[config.mk]
export PLATFORM = sky130hd
export DESIGN_NAME = adsp_control
export DESIGN_NICKNAME = d
export VERILOG_FILES = /design/src/adsp_formatter.v /design/src/adsp_control.v
export VERILOG_INCLUDE_DIRS = /design/src
export SDC_FILE = /design/constraint.sdc
export NUM_CORES = 1
export LEC_CHECK = 0
export ABC_AREA = 1
export ABC_CLOCK_PERIOD_IN_PS = 5200
export BUFFER_PORTS_ARGS = -buffer_cell sky130_fd_sc_hd__buf_2
export CAP_MARGIN = 25
export CELL_PAD_IN_SITES_DETAIL_PLACEMENT = 0
export CELL_PAD_IN_SITES_GLOBAL_PLACEMENT = 1
export CORE_MARGIN = 1
export CORE_UTILIZATION = 50
export DETAILED_ROUTE_END_ITERATION = 12
export PLACE_DENSITY_LB_ADDON = 0.1
export RECOVER_POWER = 50
export SYNTH_ARGS = -nofsm -noshare
export SYNTH_HDL_FRONTEND = slang
export SYNTH_SLANG_ARGS = --single-unit
[constraint.sdc]
create_clock -name i_clock -period 5.2 [get_ports i_clock]
set_clock_uncertainty 0.05 [all_clocks]
set_input_delay 0 -clock i_clock [delete_from_list [all_inputs] [get_ports i_clock]]
set_output_delay 0 -clock i_clock [all_outputs]
set_load 0.03 [all_outputs]
[src/adsp_map.vh]
`ifndef ADSP_MAP_VH
`define ADSP_MAP_VH
`define ADSP_OFF_PIN0      6'h00
`define ADSP_OFF_PIN7      6'h1c
`define ADSP_OFF_GEN       6'h20
`define ADSP_OFF_IRQ_STAT  6'h24
`define ADSP_OFF_IRQ_MASK  6'h28
`define ADSP_GEN_DROP_BIT  24
`define ADSP_GEN_WID_HI    17
`define ADSP_GEN_WID_LO    16
`define ADSP_GEN_LEN_HI    15
`define ADSP_GEN_LEN_LO    8
`define ADSP_GEN_CAL_BIT   1
`define ADSP_GEN_EN_BIT    0
`define ADSP_PIN_DEST_HI   31
`define ADSP_PIN_DEST_LO   8
`define ADSP_PIN_EN_BIT    0
`define ADSP_WID_8         2'h0
`define ADSP_WID_16        2'h1
`define ADSP_WID_32        2'h3
`define ADSP_RST_WID       2'h1
`define ADSP_RST_LEN       8'h01
`define ADSP_RST_DROP      1'b1
`define ADSP_CAL_PULSES    3'h6
`define ADSP_IRQ_DROP_BIT  0
`define ADSP_IRQ_PKT_BIT   1
`endif

[src/adsp_formatter.v]
`timescale 1ns/100ps
`include "adsp_map.vh"
// builds one 32-bit left-aligned word and its byte count from a 12-bit sample
module adsp_formatter (
	input  wire [11:0] i_sample,
	input  wire [1:0]  i_width,
	output reg  [31:0] o_word,
	output reg  [2:0]  o_bytes
);
	always @* begin
		case (i_width)
		`ADSP_WID_8: begin
			o_word  = {i_sample[11:4], 24'h000000};
			o_bytes = 3'h1;
		end
		`ADSP_WID_16: begin
			o_word  = {i_sample, 4'h0, 16'h0000};
			o_bytes = 3'h2;
		end
		`ADSP_WID_32: begin
			o_word  = {i_sample, 20'h00000};
			o_bytes = 3'h4;
		end
		default: begin
			o_word  = {i_sample, 4'h0, 16'h0000};
			o_bytes = 3'h2;
		end
		endcase
	end
endmodule

[src/adsp_control.v]
`timescale 1ns/100ps
`include "adsp_map.vh"
// Behaviour
// - pin register bits 31:8 hold destination endpoint id, reset zero
// - pin register bit 0 enables that pin for sampling, reset zero
// - general bit 24 flags dropped sample, cleared by reading it
// - width code 0:8, 1:16, 3:32 bits left aligned; code 2 reserved
// - multi-byte samples are sent most significant byte first
// - samples per packet field; zero keeps packet open until register access
// - calibration bit selects internal reference instead of pin, reset zero
// - general bit 0 enables converter; pin registers then ignore writes
// - first six pulses after enable calibrate and send nothing
// - eight pin registers at word offsets 0x00 to 0x1c
module adsp_control (
	input  wire        i_clock,
	input  wire        i_reset,
	input  wire [5:0]  i_address,
	input  wire        i_read,
	input  wire        i_write,
	input  wire [31:0] i_writedata,
	input  wire [3:0]  i_byteenable,
	output reg  [31:0] o_readdata,
	output reg         o_waitrequest,
	input  wire        i_sample_pulse,
	input  wire [11:0] i_conv_data,
	input  wire        i_conv_done,
	output reg  [2:0]  o_conv_select,
	output reg         o_conv_cal,
	output reg         o_conv_start,
	input  wire        i_tx_ready,
	output reg         o_tx_valid,
	output reg  [7:0]  o_tx_data,
	output reg  [23:0] o_tx_dest,
	output reg         o_tx_end,
	output reg         o_irq
);
	localparam ST_IDLE = 2'h0;
	localparam ST_CONV = 2'h1;
	localparam ST_WAIT = 2'h2;
	localparam ST_SEND = 2'h3;
	reg [23:0] dest_reg [0:7];
	reg [7:0]  pin_en_reg;
	reg        en_reg;
	reg        cal_reg;
	reg [1:0]  wid_reg;
	reg [7:0]  len_reg;
	reg        drop_reg;
	reg [1:0]  stat_reg;
	reg [1:0]  mask_reg;
	reg [2:0]  calcnt_reg;
	reg [1:0]  state_reg;
	reg [2:0]  pin_reg;
	reg [31:0] word_reg;
	reg [2:0]  left_reg;
	reg        term_reg;
	reg [7:0]  cnt_reg [0:7];
	reg [7:0]  open_reg;
	reg        acc_done_reg;
	wire [31:0] fmt_word;
	wire [2:0]  fmt_bytes;
	wire        access;
	wire        pin_hit;
	wire        drop_ev;
	wire        pkt_ev;
	wire [31:0] wmask;
	wire [7:0]  next_cnt;
	integer     k;
	integer     m;
	function [2:0] next_pin;
		input [7:0] en;
		input [2:0] from;
		input       incl;
		integer     j;
		reg [3:0]   p;
		reg         f;
		begin
			next_pin = 3'h0;
			f = 1'b0;
			for (j = 0; j < 8; j = j + 1) begin
				p = {1'b0, from} + (incl ? 4'h0 : 4'h1) + j[3:0];
				if (!f && en[p[2:0]] && (incl || p < 4'h8)) begin
					next_pin = p[2:0];
					f = 1'b1;
				end
			end
		end
	endfunction
	function any_after;
		input [7:0] en;
		input [2:0] from;
		integer     j;
		begin
			any_after = 1'b0;
			for (j = 0; j < 8; j = j + 1)
				if (j > from && en[j])
					any_after = 1'b1;
		end
	endfunction
	adsp_formatter u_fmt (
		.i_sample (i_conv_data),
		.i_width  (wid_reg),
		.o_word   (fmt_word),
		.o_bytes  (fmt_bytes)
	);
	assign wmask   = {{8{i_byteenable[3]}}, {8{i_byteenable[2]}},
		{8{i_byteenable[1]}}, {8{i_byteenable[0]}}};
	assign access  = (i_read | i_write) & o_waitrequest & ~acc_done_reg;
	assign pin_hit = (i_address[5] == 1'b0) && (i_address[1:0] == 2'h0);
	assign drop_ev = i_sample_pulse && en_reg && (calcnt_reg == `ADSP_CAL_PULSES)
		&& (state_reg != ST_IDLE) && (pin_en_reg != 8'h00);
	assign pkt_ev  = o_tx_valid && i_tx_ready && o_tx_end;
	assign next_cnt = cnt_reg[pin_reg] + 8'h01;
	////////////////////////////////////////////////////////////////////////////////
	// avalon slave: one wait cycle, answer on the second cycle
	always @(posedge i_clock) begin
		if (i_reset) begin
			o_waitrequest <= 1'b1;
			acc_done_reg  <= 1'b0;
			o_readdata    <= 32'h00000000;
		end else begin
			acc_done_reg  <= 1'b0;
			o_waitrequest <= 1'b1;
			if (access) begin
				o_waitrequest <= 1'b0;
				acc_done_reg  <= 1'b1;
				o_readdata    <= 32'h00000000;
				if (i_read) begin
					if (pin_hit)
						o_readdata <= {dest_reg[i_address[4:2]], 7'h00,
							pin_en_reg[i_address[4:2]]};
					else if (i_address == `ADSP_OFF_GEN)
						o_readdata <= {7'h00, drop_reg, 6'h00, wid_reg, len_reg,
							6'h00, cal_reg, en_reg};
					else if (i_address == `ADSP_OFF_IRQ_STAT)
						o_readdata <= {30'h00000000, stat_reg};
					else if (i_address == `ADSP_OFF_IRQ_MASK)
						o_readdata <= {30'h00000000, mask_reg};
				end
			end
		end
	end
	////////////////////////////////////////////////////////////////////////////////
	// registers
	always @(posedge i_clock) begin
		if (i_reset) begin
			for (k = 0; k < 8; k = k + 1)
				dest_reg[k] <= 24'h000000;
			pin_en_reg <= 8'h00;
			en_reg     <= 1'b0;
			cal_reg    <= 1'b0;
			wid_reg    <= `ADSP_RST_WID;
			len_reg    <= `ADSP_RST_LEN;
			drop_reg   <= `ADSP_RST_DROP;
			stat_reg   <= 2'h0;
			mask_reg   <= 2'h0;
			o_irq      <= 1'b0;
		end else begin
			if (access && i_write && pin_hit && !en_reg) begin
				dest_reg[i_address[4:2]] <= (dest_reg[i_address[4:2]] & ~wmask[31:8])
					| (i_writedata[31:8] & wmask[31:8]);
				if (i_byteenable[0])
					pin_en_reg[i_address[4:2]] <= i_writedata[`ADSP_PIN_EN_BIT];
			end
			if (access && i_write && i_address == `ADSP_OFF_GEN) begin
				if (i_byteenable[0]) begin
					en_reg  <= i_writedata[`ADSP_GEN_EN_BIT];
					cal_reg <= i_writedata[`ADSP_GEN_CAL_BIT];
				end
				if (i_byteenable[1])
					len_reg <= i_writedata[`ADSP_GEN_LEN_HI:`ADSP_GEN_LEN_LO];
				if (i_byteenable[2])
					wid_reg <= i_writedata[`ADSP_GEN_WID_HI:`ADSP_GEN_WID_LO];
			end
			if (drop_ev)
				drop_reg <= 1'b1;
			else if (access && i_read && i_address == `ADSP_OFF_GEN)
				drop_reg <= 1'b0;
			if (access && i_write && i_address == `ADSP_OFF_IRQ_MASK && i_byteenable[0])
				mask_reg <= i_writedata[1:0];
			stat_reg[`ADSP_IRQ_DROP_BIT] <= drop_ev | (stat_reg[`ADSP_IRQ_DROP_BIT] &
				~(access && i_write && i_address == `ADSP_OFF_IRQ_STAT && i_writedata[0]));
			stat_reg[`ADSP_IRQ_PKT_BIT] <= pkt_ev | (stat_reg[`ADSP_IRQ_PKT_BIT] &
				~(access && i_write && i_address == `ADSP_OFF_IRQ_STAT && i_writedata[1]));
			o_irq <= |(stat_reg & mask_reg);
		end
	end
	////////////////////////////////////////////////////////////////////////////////
	// sampling and packet sequencer
	always @(posedge i_clock) begin
		if (i_reset) begin
			calcnt_reg    <= 3'h0;
			state_reg     <= ST_IDLE;
			pin_reg       <= 3'h0;
			word_reg      <= 32'h00000000;
			left_reg      <= 3'h0;
			term_reg      <= 1'b0;
			open_reg      <= 8'h00;
			for (m = 0; m < 8; m = m + 1)
				cnt_reg[m] <= 8'h00;
			o_conv_select <= 3'h0;
			o_conv_cal    <= 1'b0;
			o_conv_start  <= 1'b0;
			o_tx_valid    <= 1'b0;
			o_tx_data     <= 8'h00;
			o_tx_dest     <= 24'h000000;
			o_tx_end      <= 1'b0;
		end else begin
			o_conv_start <= 1'b0;
			o_conv_cal   <= cal_reg;
			if (!en_reg)
				calcnt_reg <= 3'h0;
			else if (i_sample_pulse && calcnt_reg != `ADSP_CAL_PULSES)
				calcnt_reg <= calcnt_reg + 3'h1;
			if (access && len_reg == 8'h00)
				open_reg <= open_reg | pin_en_reg;
			case (state_reg)
			ST_IDLE: begin
				if (i_sample_pulse && en_reg && calcnt_reg == `ADSP_CAL_PULSES
					&& pin_en_reg != 8'h00) begin
					pin_reg       <= next_pin(pin_en_reg, 3'h0, 1'b1);
					o_conv_select <= next_pin(pin_en_reg, 3'h0, 1'b1);
					o_conv_start  <= 1'b1;
					state_reg     <= ST_WAIT;
				end
			end
			ST_CONV: begin
				o_conv_select <= pin_reg;
				o_conv_start  <= 1'b1;
				state_reg     <= ST_WAIT;
			end
			ST_WAIT: begin
				if (i_conv_done) begin
					word_reg  <= fmt_word;
					left_reg  <= fmt_bytes;
					if (len_reg == 8'h00) begin
						term_reg <= open_reg[pin_reg];
						open_reg[pin_reg] <= 1'b0;
						cnt_reg[pin_reg]  <= 8'h00;
					end else if (next_cnt >= len_reg) begin
						term_reg <= 1'b1;
						cnt_reg[pin_reg] <= 8'h00;
					end else begin
						term_reg <= 1'b0;
						cnt_reg[pin_reg] <= next_cnt;
					end
					state_reg <= ST_SEND;
				end
			end
			ST_SEND: begin
				if (!o_tx_valid || i_tx_ready) begin
					if (left_reg != 3'h0) begin
						o_tx_valid <= 1'b1;
						o_tx_data  <= word_reg[31:24];
						o_tx_dest  <= dest_reg[pin_reg];
						o_tx_end   <= term_reg && left_reg == 3'h1;
						word_reg   <= {word_reg[23:0], 8'h00};
						left_reg   <= left_reg - 3'h1;
					end else begin
						o_tx_valid <= 1'b0;
						o_tx_end   <= 1'b0;
						if (any_after(pin_en_reg, pin_reg)) begin
							pin_reg   <= next_pin(pin_en_reg, pin_reg, 1'b0);
							state_reg <= ST_CONV;
						end else
							state_reg <= ST_IDLE;
					end
				end
			end
			default: state_reg <= ST_IDLE;
			endcase
		end
	end
endmodule

==> results of run 1 <==
[power by group]
part	switching, mW	internal [mW]	total [mW]
Sequential	0.0342	3.32	3.36
Combinational	0.319	0.126	0.444
Clock	1.23	1.84	3.07
[cell families after synthesis]
group                    Yosys count  share of synthesized area, %
other                              1                        0.0198
buffers and inverters            243                          5.24
multiplexers                      24                          1.27
XOR/XNOR                           8                         0.410
flip-flops                       384                          54.2
AND/OR/NAND/NOR                  971                          20.8
AO/OA/AOI/OAI                    527                          16.1
adder cells (fa/ha/maj)           29                          1.92
[worst max-delay path, delay by kind of cell (launching register included)]
| family | cells | cell delay, ns |
|---|---|---|
| AO/OA/AOI/OAI | 1 | 0.31 |
| adder cells (fa/ha/maj) | 1 | 0.42 |
| buffers and inverters | 3 | 1.75 |
| flip-flops | 1 | 1.10 |
| AND/OR/NAND/NOR | 10 | 1.15 |
[final timing paths]
path / start / endpoint / slack, ns
min reg2reg: cal_reg / o_conv_cal / 0.41
max: pin_reg[1] / pin_reg[1] / 0.28
min: i_write / stat_reg[0] / 0.04
max reg2reg: pin_reg[1] / pin_reg[1] / 0.28
[layout make-up]
cell class | count | share of cell area (%)
Clock buffer | 65 | 5.65
Clock inverter | 11 | 0.819
Inverter | 108 | 1.86
Multi-Input combinational cell | 1565 | 35.3
Sequential cell | 384 | 46.9
Tap cell | 504 | 2.89
Timing Repair Buffer | 220 | 6.56
[placed cells by master (no fill, tap or decap), drive strengths merged, types with 62 or more instances in the layout]
| master | n |
|---|---|
| o21ai | 211 |
| clkbuf | 143 |
| nand3 | 62 |
| dfxtp | 128 |
| buf | 87 |
| nand2 | 355 |
| edfxtp | 256 |
| a21oi | 137 |
| inv | 105 |
| nor2 | 514 |
[per-layer routing]
layer  vias to the layer above  track usage, %  routed length (µm)  part of all wire, %
li1                       7827               -                   -                    -
met1                      8109            42.7               25300                   40
met2                       842            54.5               29500                   47
met3                       189            3.75                5140                  8.1
met4                         0            17.4                3220                  5.1
met5                         -               0                   0                    0
[per-stage QoR]
stage               util, %  setup WS, ns  total power, mW  hold WS (ns)  instances
global placement       54.1         0.881             3.82         0.210       2723
finish                 59.2         0.280             6.86        0.0357       2857
global route           59.2         0.156             7.04        0.0453       2857
CTS                    59.4         0.702             6.89        0.0112       2854
detailed placement     54.1         0.748             3.83         0.223       2723
floorplan                 -          1.91             3.65        0.0763       2192
==> impl_metrics.ini, run 1 <==
[run_status]
status = complete, but fails checks
failed_checks = capacitance limit, slew limit

[drt]
routed_wl_um = 63200
ant_nets = 0
dr.first_iter.drc_count = 1581
dr_total_vias = 16967
wl_per_cell_um = 22.1
post_drt_via_cell_ratio = 5.94
drt-pass1-iter-count = 5
drc = 0

[cts]
cts_buffer_depth = 3
cts.reportedPaths.clkPinSlew_ns = 0.06
numCtsBuffers = 41
cts_root_buf = clkbuf_16
clock_sinks = 384
cts_resized = 0
htreeDepth = 2
ctsHoldBuffers = 55
post_cts_buffers = 0
clock_latency_ns = 0.58
cts_tree = done

[finish]
fill_cells = 3316
drive_gt1_share_pct = 7.99
syn_to_final_growth_pct = 15.5
seq_area_um2 = 10300
nNetsFinal = 2410
largest_register_ffs = 192
final_area_um2 = 21800
multi_input_area_um2 = 7710
n_antenna_cell = 0

[run]
drv_cap = 5

[yosys]
yosysMostFrequentCell = nor2_1
synth-seq-area-share_pct = 54.2
synthTopCellsByArea = edfxtp_1 (41%), dfxtp_1 (14%), nor2_1 (9.9%)
synth_top_area_share_pct = 40.6
avgSynthCellArea_um2 = 8.65
synthTopCellsByCount = nor2_1 (501), nand2_1 (348), edfxtp_1 (256)
synth_edf_count = 256
synth_cell_types = 54
yosys_register_bits = 384
ys_async_sr_fraction_pct = 0
synthCells = 2187
yosysWarnings = 0
synth.cell_area_um2 = 18900
yosysTopAreaCell = edfxtp_1
synth_ff_type = edfxtp_1

[power]
p_leak_nw = 8.21
ir_drop_mv = 0.284
power_density_nw_per_um2 = 314

[floorplan]
die_area_um2 = 38600
core_area_um2 = 36900
die_h_um = 196
io_pins = 134
rows = 70
initial_utilization_pct = 51.3
dieWidth_um = 196

[grt]
overflow = 0
grt_use_total_pct = 32.9
grt_pass1_wl_um = 95500
grt_max_degree = 106
antenna_found_initial = 0
grt_pass1_vias = 16463

[critical_path]
path_class = reg2reg
critPathArrivalTime_ns = 5.29
slowest_delay_ns = 1.45
worst_setup_path_start_kind = register
r2r_cells = 15
worstPathCellList = clkbuf_1 > ha_1 > nand2_4 > inv_1 > nor2_1 > nand3_1 > nand2_1 > inv_2 > nand3_2 > nor2_4 > nand4_2 > or2_0 > nand3_1 > nand2_1 > a21oi_1
cp_slowest_cell = clkbuf_1
crit_path_end_kind = register
crit_fanout = 33
crit_required_ns = 5.57

[sta]
relSlewSlack_pct = -42.1
fmax_ghz = 0.203
hold_viol = 0
report.final.slew_viol_count = 152
finalSetupTns_ns = 0
period_minus_slack_ns = 4.92
report.final.setup_viol = 0
fin_crit_sh_pct = 94.6
rsz0062_at_grt = false
worst_pin_slew_ns = 2.12

[place]
place_area_um2 = 19900
dp_hpwl_um = 38800
routabilityCongestion = 0.901
port_buffers = 121

[min_path]
hp-class = in2reg
hold_path_depth = 6
Power figures use the tool's default switching activity.
==> run 2: changes to the inputs <==
- ABC_AREA: 1 -> 0
- CORE_UTILIZATION: 50 -> 53
==> impl_metrics.ini, run 2 <==
[grt]
grt_pass1_wl_um = 81100
grt_max_degree = 68
grt_pass1_vias = 13867
overflow = 0
antenna_found_initial = 0
grt_use_total_pct = 29.6

[yosys]
avgSynthCellArea_um2 = 11.9
yosysMostFrequentCell = nor2_1
synth.cell_area_um2 = 19100
synth_top_area_share_pct = 40.3
synth-seq-area-share_pct = 53.7
synthTopCellsByCount = nor2_1 (370), edfxtp_1 (256), nand2_1 (145)
synth_ff_type = edfxtp_1
synthCells = 1602
synth_edf_count = 256
yosys_register_bits = 384
synth_cell_types = 76
synthTopCellsByArea = edfxtp_1 (40%), mux4_2 (14%), dfxtp_1 (13%)
ys_async_sr_fraction_pct = 0
yosysTopAreaCell = edfxtp_1
yosysWarnings = 0

[critical_path]
cp-startpoint = i_reset
cpMostUsedCell = buf_4
path_class = in2reg
slowest_delay_ns = 1.99
crit_fanout = 55
crit_path_end_kind = register
crit_required_ns = 5.38
cp_top_family = buffers and inverters
cp_slowest_cell = clkbuf_1
path_buf_inv = 5
r2r_slack_ns = 0.90
worst_setup_path_start_kind = input port
critPathArrivalTime_ns = 4.83
worstPathCellList = dlygate4sd3_1 > clkbuf_1 > inv_1 > buf_4 > nand2_1 > buf_4

[cts]
clock_sinks = 384
post_cts_buffers = 0
cts_tree = done
clock_latency_ns = 0.57
cts_buffer_depth = 3
htreeDepth = 2
cts.reportedPaths.clkPinSlew_ns = 0.05
numCtsBuffers = 43
cts_root_buf = clkbuf_16

[finish]
nNetsFinal = 1842
layout_commonest_cell = nor2_1
syn_to_final_growth_pct = 15.1
drive_gt1_share_pct = 17.5
mostFrequentLayoutCells = nor2_1 (369), edfxtp_1 (256), nand2_1 (145), dfxtp_1 (126), mux4_2 (121)
largest_register_ffs = 192
n_antenna_cell = 0

[drt]
highest_layer = met4
wl_met3_um = 3630
ant_nets = 0
routed_wl_um = 53400
drt-pass1-iter-count = 6
post_drt_via_cell_ratio = 6.16
wl_met1_um = 21700
dr_total_vias = 13847
wl_per_cell_um = 23.7
dr.first_iter.drc_count = 1173
wl_met2_um = 26600
drc = 0

[sta]
report.final.slew_viol_count = 124
fin_crit_sh_pct = 89.3
relSlewSlack_pct = -88.2
rsz0062_at_grt = false
fmax_ghz = 0.215
report.final.setup_viol = 0
finalSetupTns_ns = 0
hold_viol = 0
worst_pin_slew_ns = 2.82
period_minus_slack_ns = 4.64

[power]
power_density_nw_per_um2 = 307
total_power_mw = 6.75
ir_drop_mv = 0.432
p_leak_nw = 7.69

[run_status]
failed_checks = capacitance limit, slew limit
status = complete, but fails checks

[place]
routabilityCongestion = 0.847
dp_hpwl_um = 32400
port_buffers = 121

[run]
drv_cap = 2

[floorplan]
io_pins = 134
rows = 69
die_area_um2 = 36800
initial_utilization_pct = 53.8
dieWidth_um = 192
core_area_um2 = 35500
die_h_um = 192

[min_path]
hp-start = i_address[5]
hp-class = in2reg
run 2: cell types whose count changed after synthesis, sizes merged, moves of 33 or more:
cell,before,now
a21oi,137,46
inv,106,26
mux2,0,33
mux2i,24,60
mux4,0,123
nand2,355,145
nor2,514,371
o21ai,211,14
o22ai,60,2
run 2: worst register-to-register path, delay by kind of cell (launching register included):
kind                     cells  cell delay (ns)
adder cells (fa/ha/maj)      1             0.29
AO/OA/AOI/OAI                2             1.38
XOR/XNOR                     1             0.23
flip-flops                   1             0.82
multiplexers                 2             0.81
AND/OR/NAND/NOR              3             0.55
run 2: metal layers:
layer | vias to the layer above | global-route usage [%]
met1 | 6937 | 38.9
li1 | 6256 | -
met3 | 112 | 3.98
met5 | - | 0
met4 | 0 | 9.04
met2 | 542 | 50.8
run 2: path summary, 6_finish.rpt:
path / end / depth (start not counted)
min: stat_reg[0] / 5
max reg2reg: cnt_reg[6][3] / 9
max: dest_reg[2][12] / 6
min reg2reg: o_tx_data[5] / 2
run 2: layout make-up:
class	instances	area, µm²
Clock buffer	67	1240
Clock inverter	12	118
Timing Repair Buffer	219	1430
Fill cell	2953	13500
Multi-Input combinational cell	1078	8260
Sequential cell	384	10300
Tap cell	461	577
Inverter	26	97.6
run 2: cells by family after synthesis:
family                     synth area share (%)
AOI/OAI and AO/OA                          6.74
buffers and inverters                      3.13
xor gates and xnor gates                  0.636
muxes                                      19.7
and+or+nand+nor                            14.2
other                                    0.0196
adders and majority gates                  1.90
DFF                                        53.7
run 2: power breakdown:
| group | switching [mW] | total [mW] | leakage [nW] | internal [mW] |
|---|---|---|---|---|
| clock | 1.24 | 2.94 | 0.659 | 1.70 |
| combinational | 0.276 | 0.450 | 3.41 | 0.174 |
| sequential | 0.0338 | 3.36 | 3.62 | 3.33 |
run 2: what timing repair did:
action | CTS | global route
gates resized for setup | 0 | 0
endpoints found under the hold margin | 207 | 0
hold buffers | 65 | 0
run 2: per-stage QoR:
step	hold WS, ns	util [%]	worst slack (ns)	instance area (µm²)	cells
after CTS	0.00728	62.1	0.888	22100	2246
after floorplan	0.0751	-	1.37	19100	1607
after global routing	0.0689	61.9	0.299	22000	2247
after global placement	0.206	56.5	1.06	20000	2102
after detailed placement	0.209	56.5	0.922	20000	2102
final	0.0303	61.9	0.555	22000	2247
